## src/usr_pkg.sv

```systemverilog
package usr_pkg;

  // reference clock rate, in MHz
  localparam int unsigned REF_CLK_MHZ     = 40;
  // oscillator start-up allowance, in microseconds
  localparam int unsigned OSC_START_US    = 2000;
  // length of upstream resume drive, in microseconds
  localparam int unsigned RESUME_DRIVE_US = 10000;
  // derived cycle counts; both are least times and divide exactly
  localparam int unsigned OSC_START_CYC    = OSC_START_US * REF_CLK_MHZ;
  localparam int unsigned RESUME_DRIVE_CYC = RESUME_DRIVE_US * REF_CLK_MHZ;
  // timer width that holds the largest count
  localparam int unsigned TIMER_W          = 20;

  // reset values of the control and flag state
  localparam logic        OSC_EN_RST = 1'b1;
  localparam logic        FLAG_RST   = 1'b0;

  // sequencer states, gray along awake, suspend, wake drive, restart, awake
  typedef enum logic [1:0] {
    ST_AWAKE    = 2'h0,
    ST_SUSPEND  = 2'h1,
    ST_WAKE_DRV = 2'h3,
    ST_RESTART  = 2'h2
  } usr_state_t;

endpackage

```

## src/usr_suspend_resume.sv

```systemverilog
`timescale 1ns/10ps
module usr_suspend_resume #(
  parameter int unsigned OSC_START_CYCLES    = usr_pkg::OSC_START_CYC,
  parameter int unsigned RESUME_DRIVE_CYCLES = usr_pkg::RESUME_DRIVE_CYC
) (
  input  wire logic REF_CLK,             // 40 MHz always-on clock
  input  wire logic RST,                 // synchronous reset, active high
  input  wire logic CE,                  // clock enable, freezes state when low
  input  wire logic SLEEP_ENABLE,        // sleep-enable bit of mcu_control_reg
  input  wire logic SLEEP_MODE,          // sleep-mode bit of mcu_control_reg
  input  wire logic SLEEP_EXEC,          // pulse: sleep instruction executed
  input  wire logic PIN_WAKE_EN,         // bit 2 of overcurrent_detect_reg
  input  wire logic SUSPEND_DETECT,      // pulse: bus suspend seen
  input  wire logic HOST_RESUME,         // host resume signaling on the bus
  input  wire logic EXT_IRQ0,            // external interrupt 0, active high
  input  wire logic EXT_IRQ1,            // external interrupt 1, active high
  input  wire logic WAKE_PIN_N,          // wake_pin, pulled up, active low
  input  wire logic CLR_GLOBAL_SUSPEND,  // pulse: firmware clears suspend flag
  input  wire logic CLR_RESUME,          // pulse: firmware clears resume flag
  input  wire logic CLR_REMOTE_WAKEUP,   // pulse: firmware clears remote flag
  output logic      OSC_ENABLE,          // oscillator / pll run enable
  output logic      RESUME_DRIVE,        // drive resume signaling upstream
  output logic      SUSPENDED,           // sequencer is in suspend
  output logic      GLOBAL_SUSPEND_FLAG, // global_suspend_flag
  output logic      RESUME_FLAG,         // resume_flag
  output logic      REMOTE_WAKEUP_FLAG,  // remote_wakeup_flag
  output logic      IRQ                  // interrupt request, any flag set
);

  // all state of the sequencer
  typedef struct packed {
    usr_pkg::usr_state_t st;         // sequencer state
    logic                remote;     // wake came from a local source
    logic                osc_en;     // oscillator enable
    logic                drive;      // upstream resume drive
    logic                gsusp;      // global suspend flag
    logic                resf;       // resume flag
    logic                rwu;        // remote wake-up flag
    logic                irq;        // registered interrupt request
    logic                susp;       // registered suspended indication
    logic                ld_osc;     // pulse: start oscillator allowance
    logic                ld_drv;     // pulse: start resume drive timer
  } usr_main_t;

  usr_main_t s_r;                    // registered state
  usr_main_t s_nxt;                  // next state

  logic      osc_busy;               // oscillator allowance still running
  logic      osc_done;               // pulse: oscillator assumed stable
  logic      drv_busy;               // resume drive timer running
  logic      drv_done;               // pulse: resume drive time elapsed
  logic      sleep_req;              // qualified sleep request
  logic      local_wake;             // any enabled local wake source

  //////////////////////////////////////////////////////////////////////////////
  // a local wake source is active in this cycle
  function automatic logic wake_any(input logic irq0, input logic irq1,
                                    input logic pin_en, input logic pin_n);
    wake_any = irq0 | irq1 | (pin_en & ~pin_n);
  endfunction

  // sleep takes effect only with both mcu_control_reg bits set
  assign sleep_req  = SLEEP_EXEC & SLEEP_ENABLE & SLEEP_MODE;
  // ext sources are level sensitive: a source held high across sleep entry
  // wakes the device on the very first suspended cycle
  // the pin source counts only while firmware has enabled it
  assign local_wake = wake_any(EXT_IRQ0, EXT_IRQ1, PIN_WAKE_EN, WAKE_PIN_N);

  //////////////////////////////////////////////////////////////////////////////
  // the oscillator gives no ready indication, so a fixed count stands in
  // for its start-up time; a slow crystal needs a larger parameter
  // oscillator start-up allowance: flags wait for a stable clock
  usr_timer #(
    .WIDTH    (usr_pkg::TIMER_W)
  ) u_osc_tmr (
    .clk      (REF_CLK),
    .rst      (RST),
    .ce       (CE),
    .load     (s_r.ld_osc),
    .load_val (usr_pkg::TIMER_W'(OSC_START_CYCLES)),
    .busy     (osc_busy),
    .done     (osc_done)
  );

  // upstream resume drive length
  usr_timer #(
    .WIDTH    (usr_pkg::TIMER_W)
  ) u_drv_tmr (
    .clk      (REF_CLK),
    .rst      (RST),
    .ce       (CE),
    .load     (s_r.ld_drv),
    .load_val (usr_pkg::TIMER_W'(RESUME_DRIVE_CYCLES)),
    .busy     (drv_busy),
    .done     (drv_done)
  );

  //////////////////////////////////////////////////////////////////////////////
  // sequencer and flag logic
  always_comb begin
    s_nxt        = s_r;
    s_nxt.ld_osc = 1'b0;
    s_nxt.ld_drv = 1'b0;

    // firmware clears first, so a hardware set in the same cycle wins
    if (CLR_GLOBAL_SUSPEND) begin
      s_nxt.gsusp = 1'b0;
    end
    if (CLR_RESUME) begin
      s_nxt.resf = 1'b0;
    end
    if (CLR_REMOTE_WAKEUP) begin
      s_nxt.rwu = 1'b0;
    end
    // bus suspend raises the global suspend flag
    if (SUSPEND_DETECT) begin
      s_nxt.gsusp = 1'b1;
    end

    // drive ends once its timer runs out, whatever the state
    if (drv_done && !drv_busy) begin
      s_nxt.drive = 1'b0;
    end

    // requests outside their own state are dropped with no indication,
    // so firmware cannot rely on an error report
    case (s_r.st)
      // a sleep without both control bits acts as a plain idle and
      // leaves the oscillator running
      // running; wait for the sleep instruction
      usr_pkg::ST_AWAKE: begin
        if (sleep_req) begin
          s_nxt.osc_en = 1'b0;
          s_nxt.st     = usr_pkg::ST_SUSPEND;
        end
      end
      // oscillator stopped; host resume has priority over local wake,
      // since the bus is already leaving suspend and no drive is needed
      usr_pkg::ST_SUSPEND: begin
        if (HOST_RESUME) begin
          s_nxt.remote = 1'b0;
          s_nxt.osc_en = 1'b1;
          s_nxt.ld_osc = 1'b1;
          s_nxt.st     = usr_pkg::ST_RESTART;
        end else if (local_wake) begin
          s_nxt.remote = 1'b1;
          s_nxt.drive  = 1'b1;
          s_nxt.ld_drv = 1'b1;
          s_nxt.st     = usr_pkg::ST_WAKE_DRV;
        end
      end
      // drive has started; now restart the oscillator
      usr_pkg::ST_WAKE_DRV: begin
        s_nxt.osc_en = 1'b1;
        s_nxt.ld_osc = 1'b1;
        s_nxt.st     = usr_pkg::ST_RESTART;
      end
      // a sleep request during restart is dropped; firmware only runs
      // again once the flags raise the interrupt
      // flags are raised only once the oscillator is stable
      usr_pkg::ST_RESTART: begin
        if (osc_done) begin
          s_nxt.resf = 1'b1;
          if (s_r.remote) begin
            s_nxt.rwu = 1'b1;
          end
          s_nxt.st = usr_pkg::ST_AWAKE;
        end
      end
      default: begin
        s_nxt.osc_en = 1'b1;
        s_nxt.st     = usr_pkg::ST_AWAKE;
      end
    endcase

    // request stays up as long as any flag stands
    s_nxt.irq  = s_nxt.gsusp | s_nxt.resf | s_nxt.rwu;
    s_nxt.susp = (s_nxt.st == usr_pkg::ST_SUSPEND);
  end

  //////////////////////////////////////////////////////////////////////////////
  // reset is not gated by CE, so the sequencer can always be brought
  // back to a known awake state even while frozen
  // state register, frozen while CE is low
  always_ff @(posedge REF_CLK) begin
    if (RST) begin
      s_r        <= '0;
      s_r.st     <= usr_pkg::ST_AWAKE;
      s_r.osc_en <= usr_pkg::OSC_EN_RST;
      s_r.gsusp  <= usr_pkg::FLAG_RST;
      s_r.resf   <= usr_pkg::FLAG_RST;
      s_r.rwu    <= usr_pkg::FLAG_RST;
    end else if (CE) begin
      s_r <= s_nxt;
    end
  end

  //////////////////////////////////////////////////////////////////////////////
  // IRQ and SUSPENDED are registered copies rather than state decodes,
  // so no output glitches while the state changes
  // outputs straight from the state register
  assign OSC_ENABLE          = s_r.osc_en;
  assign RESUME_DRIVE        = s_r.drive;
  assign SUSPENDED           = s_r.susp;
  assign GLOBAL_SUSPEND_FLAG = s_r.gsusp;
  assign RESUME_FLAG         = s_r.resf;
  assign REMOTE_WAKEUP_FLAG  = s_r.rwu;
  assign IRQ                 = s_r.irq;

endmodule

```

## src/usr_timer.sv

```systemverilog
`timescale 1ns/10ps
// one-shot down counter: a load starts it, done pulses when it runs out
module usr_timer #(
  parameter int unsigned WIDTH = 20
) (
  input  wire logic             clk,
  input  wire logic             rst,
  input  wire logic             ce,
  input  wire logic             load,
  input  wire logic [WIDTH-1:0] load_val,
  output logic                  busy,
  output logic                  done
);

  // all state of the timer
  typedef struct packed {
    logic [WIDTH-1:0] cnt;   // cycles still to run
    logic             done;  // one-cycle expiry pulse
  } usr_tmr_t;

  usr_tmr_t tmr_r;           // registered state
  usr_tmr_t tmr_nxt;         // next state

  //////////////////////////////////////////////////////////////////////////////
  // next state: a load restarts the count even while busy
  always_comb begin
    tmr_nxt      = tmr_r;
    tmr_nxt.done = 1'b0;
    if (load) begin
      tmr_nxt.cnt = load_val;
    end else if (tmr_r.cnt != '0) begin
      // count down; the last step raises done
      tmr_nxt.cnt = tmr_r.cnt - 1'b1;
      if (tmr_r.cnt == {{(WIDTH-1){1'b0}}, 1'b1}) begin
        tmr_nxt.done = 1'b1;
      end
    end
  end

  //////////////////////////////////////////////////////////////////////////////
  // state register, frozen while ce is low
  always_ff @(posedge clk) begin
    if (rst) begin
      tmr_r <= '0;
    end else if (ce) begin
      tmr_r <= tmr_nxt;
    end
  end

  assign busy = (tmr_r.cnt != '0);
  assign done = tmr_r.done;

endmodule
```

## config.mk

```make
export PLATFORM = sky130hd
export DESIGN_NAME = usr_suspend_resume
export DESIGN_NICKNAME = d
export VERILOG_FILES = /design/src/usr_pkg.sv /design/src/usr_suspend_resume.sv /design/src/usr_timer.sv
export SDC_FILE = /design/constraint.sdc
export NUM_CORES = 1
export LEC_CHECK = 0
export BUFFER_PORTS_ARGS = -buffer_cell sky130_fd_sc_hd__clkbuf_2
export CAP_MARGIN = 10
export CORE_MARGIN = 8
export CORE_UTILIZATION = 50
export CTS_BUF_LIST = sky130_fd_sc_hd__clkbuf_16
export CTS_CLUSTER_DIAMETER = 30
export DETAILED_ROUTE_END_ITERATION = 10
export GPL_ROUTABILITY_DRIVEN = 0
export GPL_TIMING_DRIVEN = 0
export PLACE_DENSITY = 0.68
export REMOVE_ABC_BUFFERS = 1
export SKIP_CTS_REPAIR_TIMING = 1
export SYNTH_ARGS = -nofsm -noshare
export SYNTH_HDL_FRONTEND = slang
export SYNTH_SLANG_ARGS = --single-unit
```

## constraint.sdc

```tcl
create_clock -name REF_CLK -period 2.67 [get_ports REF_CLK]
set_clock_uncertainty 0.05 [all_clocks]
set_input_delay 0.4005 -clock REF_CLK [delete_from_list [all_inputs] [get_ports REF_CLK]]
set_output_delay 0.4005 -clock REF_CLK [all_outputs]
set_load 0.02 [all_outputs]
```

==> out/summary.txt, run 1 <==
status - complete, no violations
WL per Instance - 14.7 um
Yosys top cell area share - 36.6%
cell count after placement - 438
Clock transition at path regs - 0.07 ns
maximum clock rate - 434 MHz
Max stage delay on crit path - 0.67 ns
post-synthesis sequential area ratio - 36.6%
initial antenna violation count - 0
first-pass GRT wire length - 11.1 mm
Worst path slowest cell - clkbuf_2
commonest register cell after synthesis - dfxtp_1
Final Cycle Share - 86.2%
max-slew violation count - 0
Fill cells - 551
Layout area overhead - 10.7%
Post-synth EDFFs - 0
DR vias/cell - 6.02
DRC - 0
maxcap violations - 0
CP Launch Type - primary input
CP delay by family, top - buffers and inverters
Pwr Density - 1550 mW/mm2
Die Y - 92.9 um
clk sink count - 54
Synth Warn # - 0
Leak - 1.23 nW
layout cell share with drive strength beyond 1 - 12.9%
clk root buf - clkbuf_16
cts bufs inserted - 5
IO buf count - 21
slew at the pin with the worst max-slew slack - 0.919 ns
RSZ-0062 raised after global routing - no
M3 GR Usage - 3.56%
Rel. slew slack - 38.2%
All-Layer GR Usage - 15.5%
worst endpoint required time - 2.85 ns
final antenna-violating net count - 0
HPWL after DPL - 4.50 mm
Design Area, Final - 0.00327 mm2
largest area contributor in the netlist - dfxtp_1
setup TNS - 0 ns
DR vias - 2687
Die Area - 0.00863 mm2
critical path peak fanout - 46
final setup fails - 0
synthesized area per cell - 8.28 um2
site row count - 28
Post-Synthesis Cell Area - 0.00296 mm2
Synth top cells by count - dfxtp_1, nor2_1, a21oi_1, nand2_1, inv_1
Starting DRT DRC Count - 112
Post-layout nets - 391
Detailed Route WL - 6.55 mm
Placed Area - 0.00310 mm2
# H-tree levels - 2
largest net degree at the start of global routing - 47
initial core utilization - 50.8%
Non-Filler Instances - 446
met1 usage - 18.9%
most frequent cell after synthesis - dfxtp_1
Synth Register Bits - 54
top cells by area, synth - dfxtp_1, nor2_1, a21oi_1
Top Usage Layer GRT - met2
worst hold-check path type - primary input to flip-flop
crit-path cells - clkbuf_2 -> inv_1 -> nor2_1 -> a32o_1 -> a22oi_1 -> nor2_1
Antenna diodes - 0
buffers and inverters on the worst path - 2
drt first pass iters - 4
CTS tree - yes
Pwr Total - 5.06 mW
met2 usage - 26.4%
critical path arrival - 2.48 ns
most frequent CP cell - nor2_1
crit end category - flip-flop
count of final hold-check violations - 0
Longest Clk Path Bufs - 2
grt ovf - 0
vias in the first global route - 2409
fin crit period - 2.30 ns
Top Registers - u_drv_tmr.tmr_r x20, u_osc_tmr.tmr_r x20, s_r x5
io pins - 22
Max rail drop VDD - 0.820 mV
clock latency on the worst-skew pair - 0.30 ns
area of the core - 0.00582 mm2
final hold slack - 0.296 ns
asr flop ratio synth - 0%
Crit Path Category - primary input to flip-flop
Distinct cells, synth - 54
Die X - 92.9 um
Syn Inst Count - 357
==> logic make-up after synthesis <==
family / share of synthesized area [%]
buf+inv: 3.94
fa+ha+maj: 2.54
compound gates: 24.5
simple gates: 28.3
xor+xnor: 4.15
flops: 36.6
==> cell usage in the layout (no fill, tap or decap), drive strengths merged, types with 5 or more instances in the layout <==
cell    count
dfxtp      54
nor2       47
a21oi      27
clkbuf     26
nand2      23
inv        17
nor4       17
o21a       15
xor2       11
nor3       11
o21ai      10
a31oi      10
nand4       9
a211oi      6
ha          6
nand3       6
o211ai      5
a21o        5
nand3b      5
or3         5
or4         5
==> per-layer routing <==
metal,wire [um],share of wire [%]
met1,3090,47
met2,3130,48
met3,253,3.9
met4,74,1.1
met5,0,0
==> cell type report <==
cell class	instances	area [um2]	share of cell area, %
Inverter	16	60.1	1.84
Clock buffer	5	125	3.83
Tap cell	75	93.8	2.87
Clock inverter	3	47.5	1.45
Multi-Input combinational cell	272	1760	53.7
Timing Repair Buffer	21	105	3.21
Sequential cell	54	1080	33.1
==> path summary, 6_finish.rpt <==
check                                   startpoint             endpoint  slack (ns)  depth (start not counted)
worst min register to register        RESUME_DRIVE         RESUME_DRIVE        0.41                          2
worst min-delay path                   HOST_RESUME               s_r[9]        0.30                          2
worst max register to register  u_osc_tmr.tmr_r[5]   u_osc_tmr.tmr_r[9]        0.39                          5
worst max-delay path                            CE  u_osc_tmr.tmr_r[16]        0.37                          6
==> report_power, final <==
| group | internal [mW] | switching (mW) |
|---|---|---|
| combinational | 1.14 | 1.75 |
| clock | 0.448 | 0.314 |
| sequential | 1.09 | 0.318 |
==> per-stage QoR <==
step | setup WS (ns) | utilization [%]
floorplan | 0.729 | -
global placement | 0.0558 | 53.3
detailed placement | 0.0526 | 53.3
CTS | 0.367 | 56.2
global route | 0.185 | 56.2
finish | 0.367 | 56.2
No activity file was read; power rests on OpenSTA's default activity.
==> inputs of run 2 (changes only) <==
Settings changed: SYNTH_HIERARCHICAL from default to 1.
==> out/summary.txt, run 2 <==
max-slew violation count - 0
largest net degree at the start of global routing - 54
fin crit period - 2.42 ns
grt ovf - 0
# H-tree levels - 2
Max rail drop VDD - 1.25 mV
DRC - 0
Die Y - 98.1 um
DR vias/cell - 6.26
CP delay by family, top - buffers and inverters
synthesized area per cell - 8.21 um2
final antenna-violating net count - 0
vias in the first global route - 3084
Hold Crit Start - HOST_RESUME
count of final hold-check violations - 0
io pins - 22
worst endpoint required time - 2.82 ns
drt first pass iters - 4
Max stage delay on crit path - 0.73 ns
RR Startpoint - u_osc_tmr/tmr_r[14]
DR vias - 3353
maximum clock rate - 413 MHz
clk root buf - clkbuf_16
site row count - 30
asr flop ratio synth - 0%
Crit Path Category - primary input to flip-flop
most frequent cells in the layout - dfxtp_1, conb_1, nor2_1
Leak - 1.42 nW
Pwr Density - 1410 mW/mm2
Layout area overhead - 11.9%
clock latency on the worst-skew pair - 0.29 ns
critical path arrival - 2.58 ns
critical path peak fanout - 53
setup TNS - 0 ns
RSZ-0062 raised after global routing - no
initial core utilization - 50.7%
first-pass GRT wire length - 14.7 mm
Distinct cells, synth - 64
final setup fails - 0
area of the core - 0.00664 mm2
slew at the pin with the worst max-slew slack - 0.984 ns
crit end category - flip-flop
post-synthesis sequential area ratio - 32.1%
Worst path slowest cell - buf_2
Die X - 98.1 um
Synth top cells by count - dfxtp_1, nor2_1, a21oi_1, nand2_1
crit-path cells - buf_2 -> inv_1 -> nor2_1 -> nor4b_1 -> nand4b_1 -> a21oi_1
CTS tree - yes
clk sink count - 54
layout cell share with drive strength beyond 1 - 12.9%
most frequent cell after synthesis - dfxtp_1
Syn Inst Count - 410
worst hold-check path type - primary input to flip-flop
Final Cycle Share - 90.7%
maxcap violations - 0
Clock transition at path regs - 0.07 ns
Die Area - 0.00962 mm2
WL per Instance - 16.4 um
Longest Clk Path Bufs - 2
Fill cells - 620
Post-layout nets - 474
FF+latch area - 0.00108 mm2
multi-input combinational cell area - 0.00225 mm2
Yosys top cell area share - 32.1%
top cells by area, synth - dfxtp_1, a21oi_1, nor2_1
Pwr Total - 5.32 mW
Synth Register Bits - 54
Post-synth EDFFs - 0
Rel. slew slack - 34.4%
buffers and inverters on the worst path - 2
Detailed Route WL - 8.79 mm
status - complete, no violations
Worst Setup SP - CE
initial antenna violation count - 0
HPWL after DPL - 5.88 mm
most common cell after layout, fill and taps aside - dfxtp_1
Synth Warn # - 6
Top Registers - u_drv_tmr/tmr_r x20, u_osc_tmr/tmr_r x20, s_r x5
Starting DRT DRC Count - 198
cts bufs inserted - 5
All-Layer GR Usage - 18.0%
IO buf count - 21
Post-Synthesis Cell Area - 0.00337 mm2
largest area contributor in the netlist - dfxtp_1
CP Launch Type - primary input
Antenna diodes - 0
commonest register cell after synthesis - dfxtp_1
## run 2: worst register-to-register path, cell delays in order, from the launching register on
cell      delay [ns]
dfxtp_1         0.35
nor3_1          0.54
and4b_1         0.61
nor2_1          0.16
a311oi_1        0.33
nor4_1          0.09
## run 2: power breakdown
group	internal (mW)	switching, mW
registers	1.06	0.331
clock network	0.440	0.303
logic	1.21	1.98
total	2.70	2.62
## run 2: layer usage
layer	share of wire, %	track usage [%]	up-vias	wire [um]
li1	-	-	1638	-
met1	45	21.5	1640	3960
met2	50	32.2	67	4410
met3	3.7	2.63	8	327
met4	1.0	5.04	0	91
met5	0	0	-	0
## run 2: final cells by class
class,count,share of cell area [%]
clock buffer,5,3.32
clock inverter,3,1.06
inverter,17,1.69
multi-input combinational,356,59.7
sequential,54,28.8
tap,80,2.66
timing repair buffer,21,2.79
## run 2: final timing paths
kind,end,slack (ns),cells past startpoint
setup / recovery,u_osc_tmr/done,0.25,6
setup reg to reg,u_osc_tmr/tmr_r[13],0.37,5
hold reg to reg,u_drv_tmr/done,0.40,2
hold / removal,s_r[9],0.30,2
## run 2: through the flow
step / util (%) / setup slack (ns) / cell area [um2] / instances / hold WS, ns
2_1_floorplan: - / 0.784 / 3390 / 427 / 0.376
3_3_place_gp: 54.2 / -0.0865 / 3600 / 528 / 0.394
3_5_place_dp: 54.2 / -0.0953 / 3600 / 528 / 0.397
4_1_cts: 56.7 / 0.154 / 3760 / 536 / 0.296
5_1_grt: 56.7 / 0.0607 / 3770 / 536 / 0.300
6_report: 56.7 / 0.248 / 3770 / 536 / 0.297
## run 2: cell families after synthesis
group / count (synthesis) / synth area share, %
AO/OA/AOI/OAI: 128 / 27.4
adder cells (fa/ha/maj): 4 / 1.49
buffers and inverters: 38 / 5.31
flip-flops: 54 / 32.1
multiplexers: 4 / 1.19
other: 2 / 0.223
AND/OR/NAND/NOR: 180 / 32.3
==> inputs of run 3 (changes only) <==
Settings changed: CORE_UTILIZATION 50 to 61, PLACE_DENSITY 0.68 to 0.8.
==> out/summary.txt, run 3 (synthesized netlist as in run 2, its figures left out) <==
Final Cycle Share - 94.4%
Detailed Route WL - 9.06 mm
R2R cell count - 5
clk sink count - 54
io pins - 22
RSZ-0062 raised after global routing - no
Clock transition at path regs - 0.07 ns
DR vias/cell - 6.54
CTS tree - yes
maximum clock rate - 397 MHz
first-pass GRT wire length - 15.1 mm
Crit Path Category - primary input to flip-flop
layout cell share with drive strength beyond 1 - 12.5%
worst endpoint required time - 2.83 ns
Worst Slack Setup Final - 0.150 ns
maxcap violations - 0
RR Startpoint - u_osc_tmr/tmr_r[14]
critical path arrival - 2.68 ns
met1 usage - 25.0%
area of the core - 0.00541 mm2
pre-CTS WS - -0.134 ns
Top Usage Layer GRT - met2
worst hold-check path type - primary input to flip-flop
Layout area overhead - 11.5%
Hold Path End - s_r[9]
Post-layout nets - 474
CP Launch Type - primary input
final setup fails - 0
Internal Power - 2.70 mW
HPWL after DPL - 6.17 mm
clk root buf - clkbuf_16
WL per Instance - 17.2 um
Comb pwr share - 60.6%
Top Registers - u_drv_tmr/tmr_r x20, u_osc_tmr/tmr_r x20, s_r x5
critical path peak fanout - 53
All-Layer GR Usage - 21.7%
Antenna diodes - 0
Fill cells - 464
M3 GR Usage - 3.82%
hold depth - 2
vias in the first global route - 3306
largest net degree at the start of global routing - 54
site row count - 27
status - complete, no violations
Rel. slew slack - 33.4%
final core occ - 69.5%
Pwr Total - 5.36 mW
Pwr Density - 1430 mW/mm2
final antenna-violating net count - 0
DRC - 0
Hold Crit Start - HOST_RESUME
Die X - 90.3 um
count of final hold-check violations - 0
slew at the pin with the worst max-slew slack - 0.999 ns
Placed Area - 0.00359 mm2
fin crit period - 2.52 ns
IO buf count - 21
cts bufs inserted - 5
Design Area, Final - 0.00375 mm2
most common cell after layout, fill and taps aside - dfxtp_1
Leak - 1.43 nW
R2R Setup Slk - 0.30 ns
drt first pass iters - 6
most frequent cells in the layout - dfxtp_1, conb_1, nor2_1
Reg-to-Reg End - u_osc_tmr/tmr_r[12]
clock latency on the worst-skew pair - 0.29 ns
Longest Clk Path Bufs - 2
max-slew violation count - 0
met2 usage - 37.4%
Max rail drop VDD - 0.970 mV
grt ovf - 0
switching share of power - 49.6%
Non-Filler Instances - 528
Psw - 2.66 mW
initial antenna violation count - 0
Sequential Power Share - 25.8%
Die Area - 0.00815 mm2
Die Y - 90.3 um
cell count after placement - 520
crit end category - flip-flop
initial core utilization - 62.3%
DR vias - 3452
Clk pwr share - 13.6%
Starting DRT DRC Count - 316
# H-tree levels - 2
==> run 3: area by class of cell <==
class                           count  area [um2]  area share [%]
Clock buffer                        5         125            3.33
Inverter                           17        63.8            1.70
Clock inverter                      3        37.5            1.00
Timing Repair Buffer               21         105            2.80
Sequential cell                    54        1080            28.9
Tap cell                           72        90.1            2.40
Multi-Input combinational cell    356        2250            59.9
==> run 3: critical path: stages <==
cell and delay [ns]:
buf_2 0.73, inv_1 0.36, nor2_1 0.48, nor4b_1 0.36
nand4b_1 0.16, a21oi_1 0.16
==> run 3: stage by stage <==
stage | setup TNS, ns | hold WS, ns
after global routing | 0 | 0.308
after detailed placement | -0.367 | 0.398
final | 0 | 0.305
after global placement | -0.129 | 0.394
after CTS | 0 | 0.300
after floorplan | 0 | 0.376
==> run 3: worst max path at each step <==
stage               cells after the start  slack (ns)               start                 end
global placement                        6       -0.05                  CE      u_drv_tmr/done
global route                            6        0.02                  CE      u_drv_tmr/done
CTS                                     6        0.16                  CE      u_drv_tmr/done
finish                                  6        0.15                  CE      u_drv_tmr/done
detailed placement                      6       -0.13                  CE      u_drv_tmr/done
floorplan                               7        0.78  u_drv_tmr/tmr_r[1]  u_drv_tmr/tmr_r[2]
==> run 3: per-layer routing <==
metal | vias up | part of all wire [%]
met1 | 1629 | 41
met3 | 32 | 6.0
met5 | - | 0
met4 | 0 | 3.0
li1 | 1643 | -
met2 | 148 | 50
==> run 3: power by group through the flow <==
stage          logic [mW]  registers (mW)  clock network (mW)
3_3_place_gp         3.05            1.37                   0
5_1_grt              3.50            1.43               0.774
6_report             3.25            1.38               0.730
3_5_place_dp         3.15            1.39                   0
2_1_floorplan        2.49            1.31                   0
4_1_cts              3.19            1.37               0.740
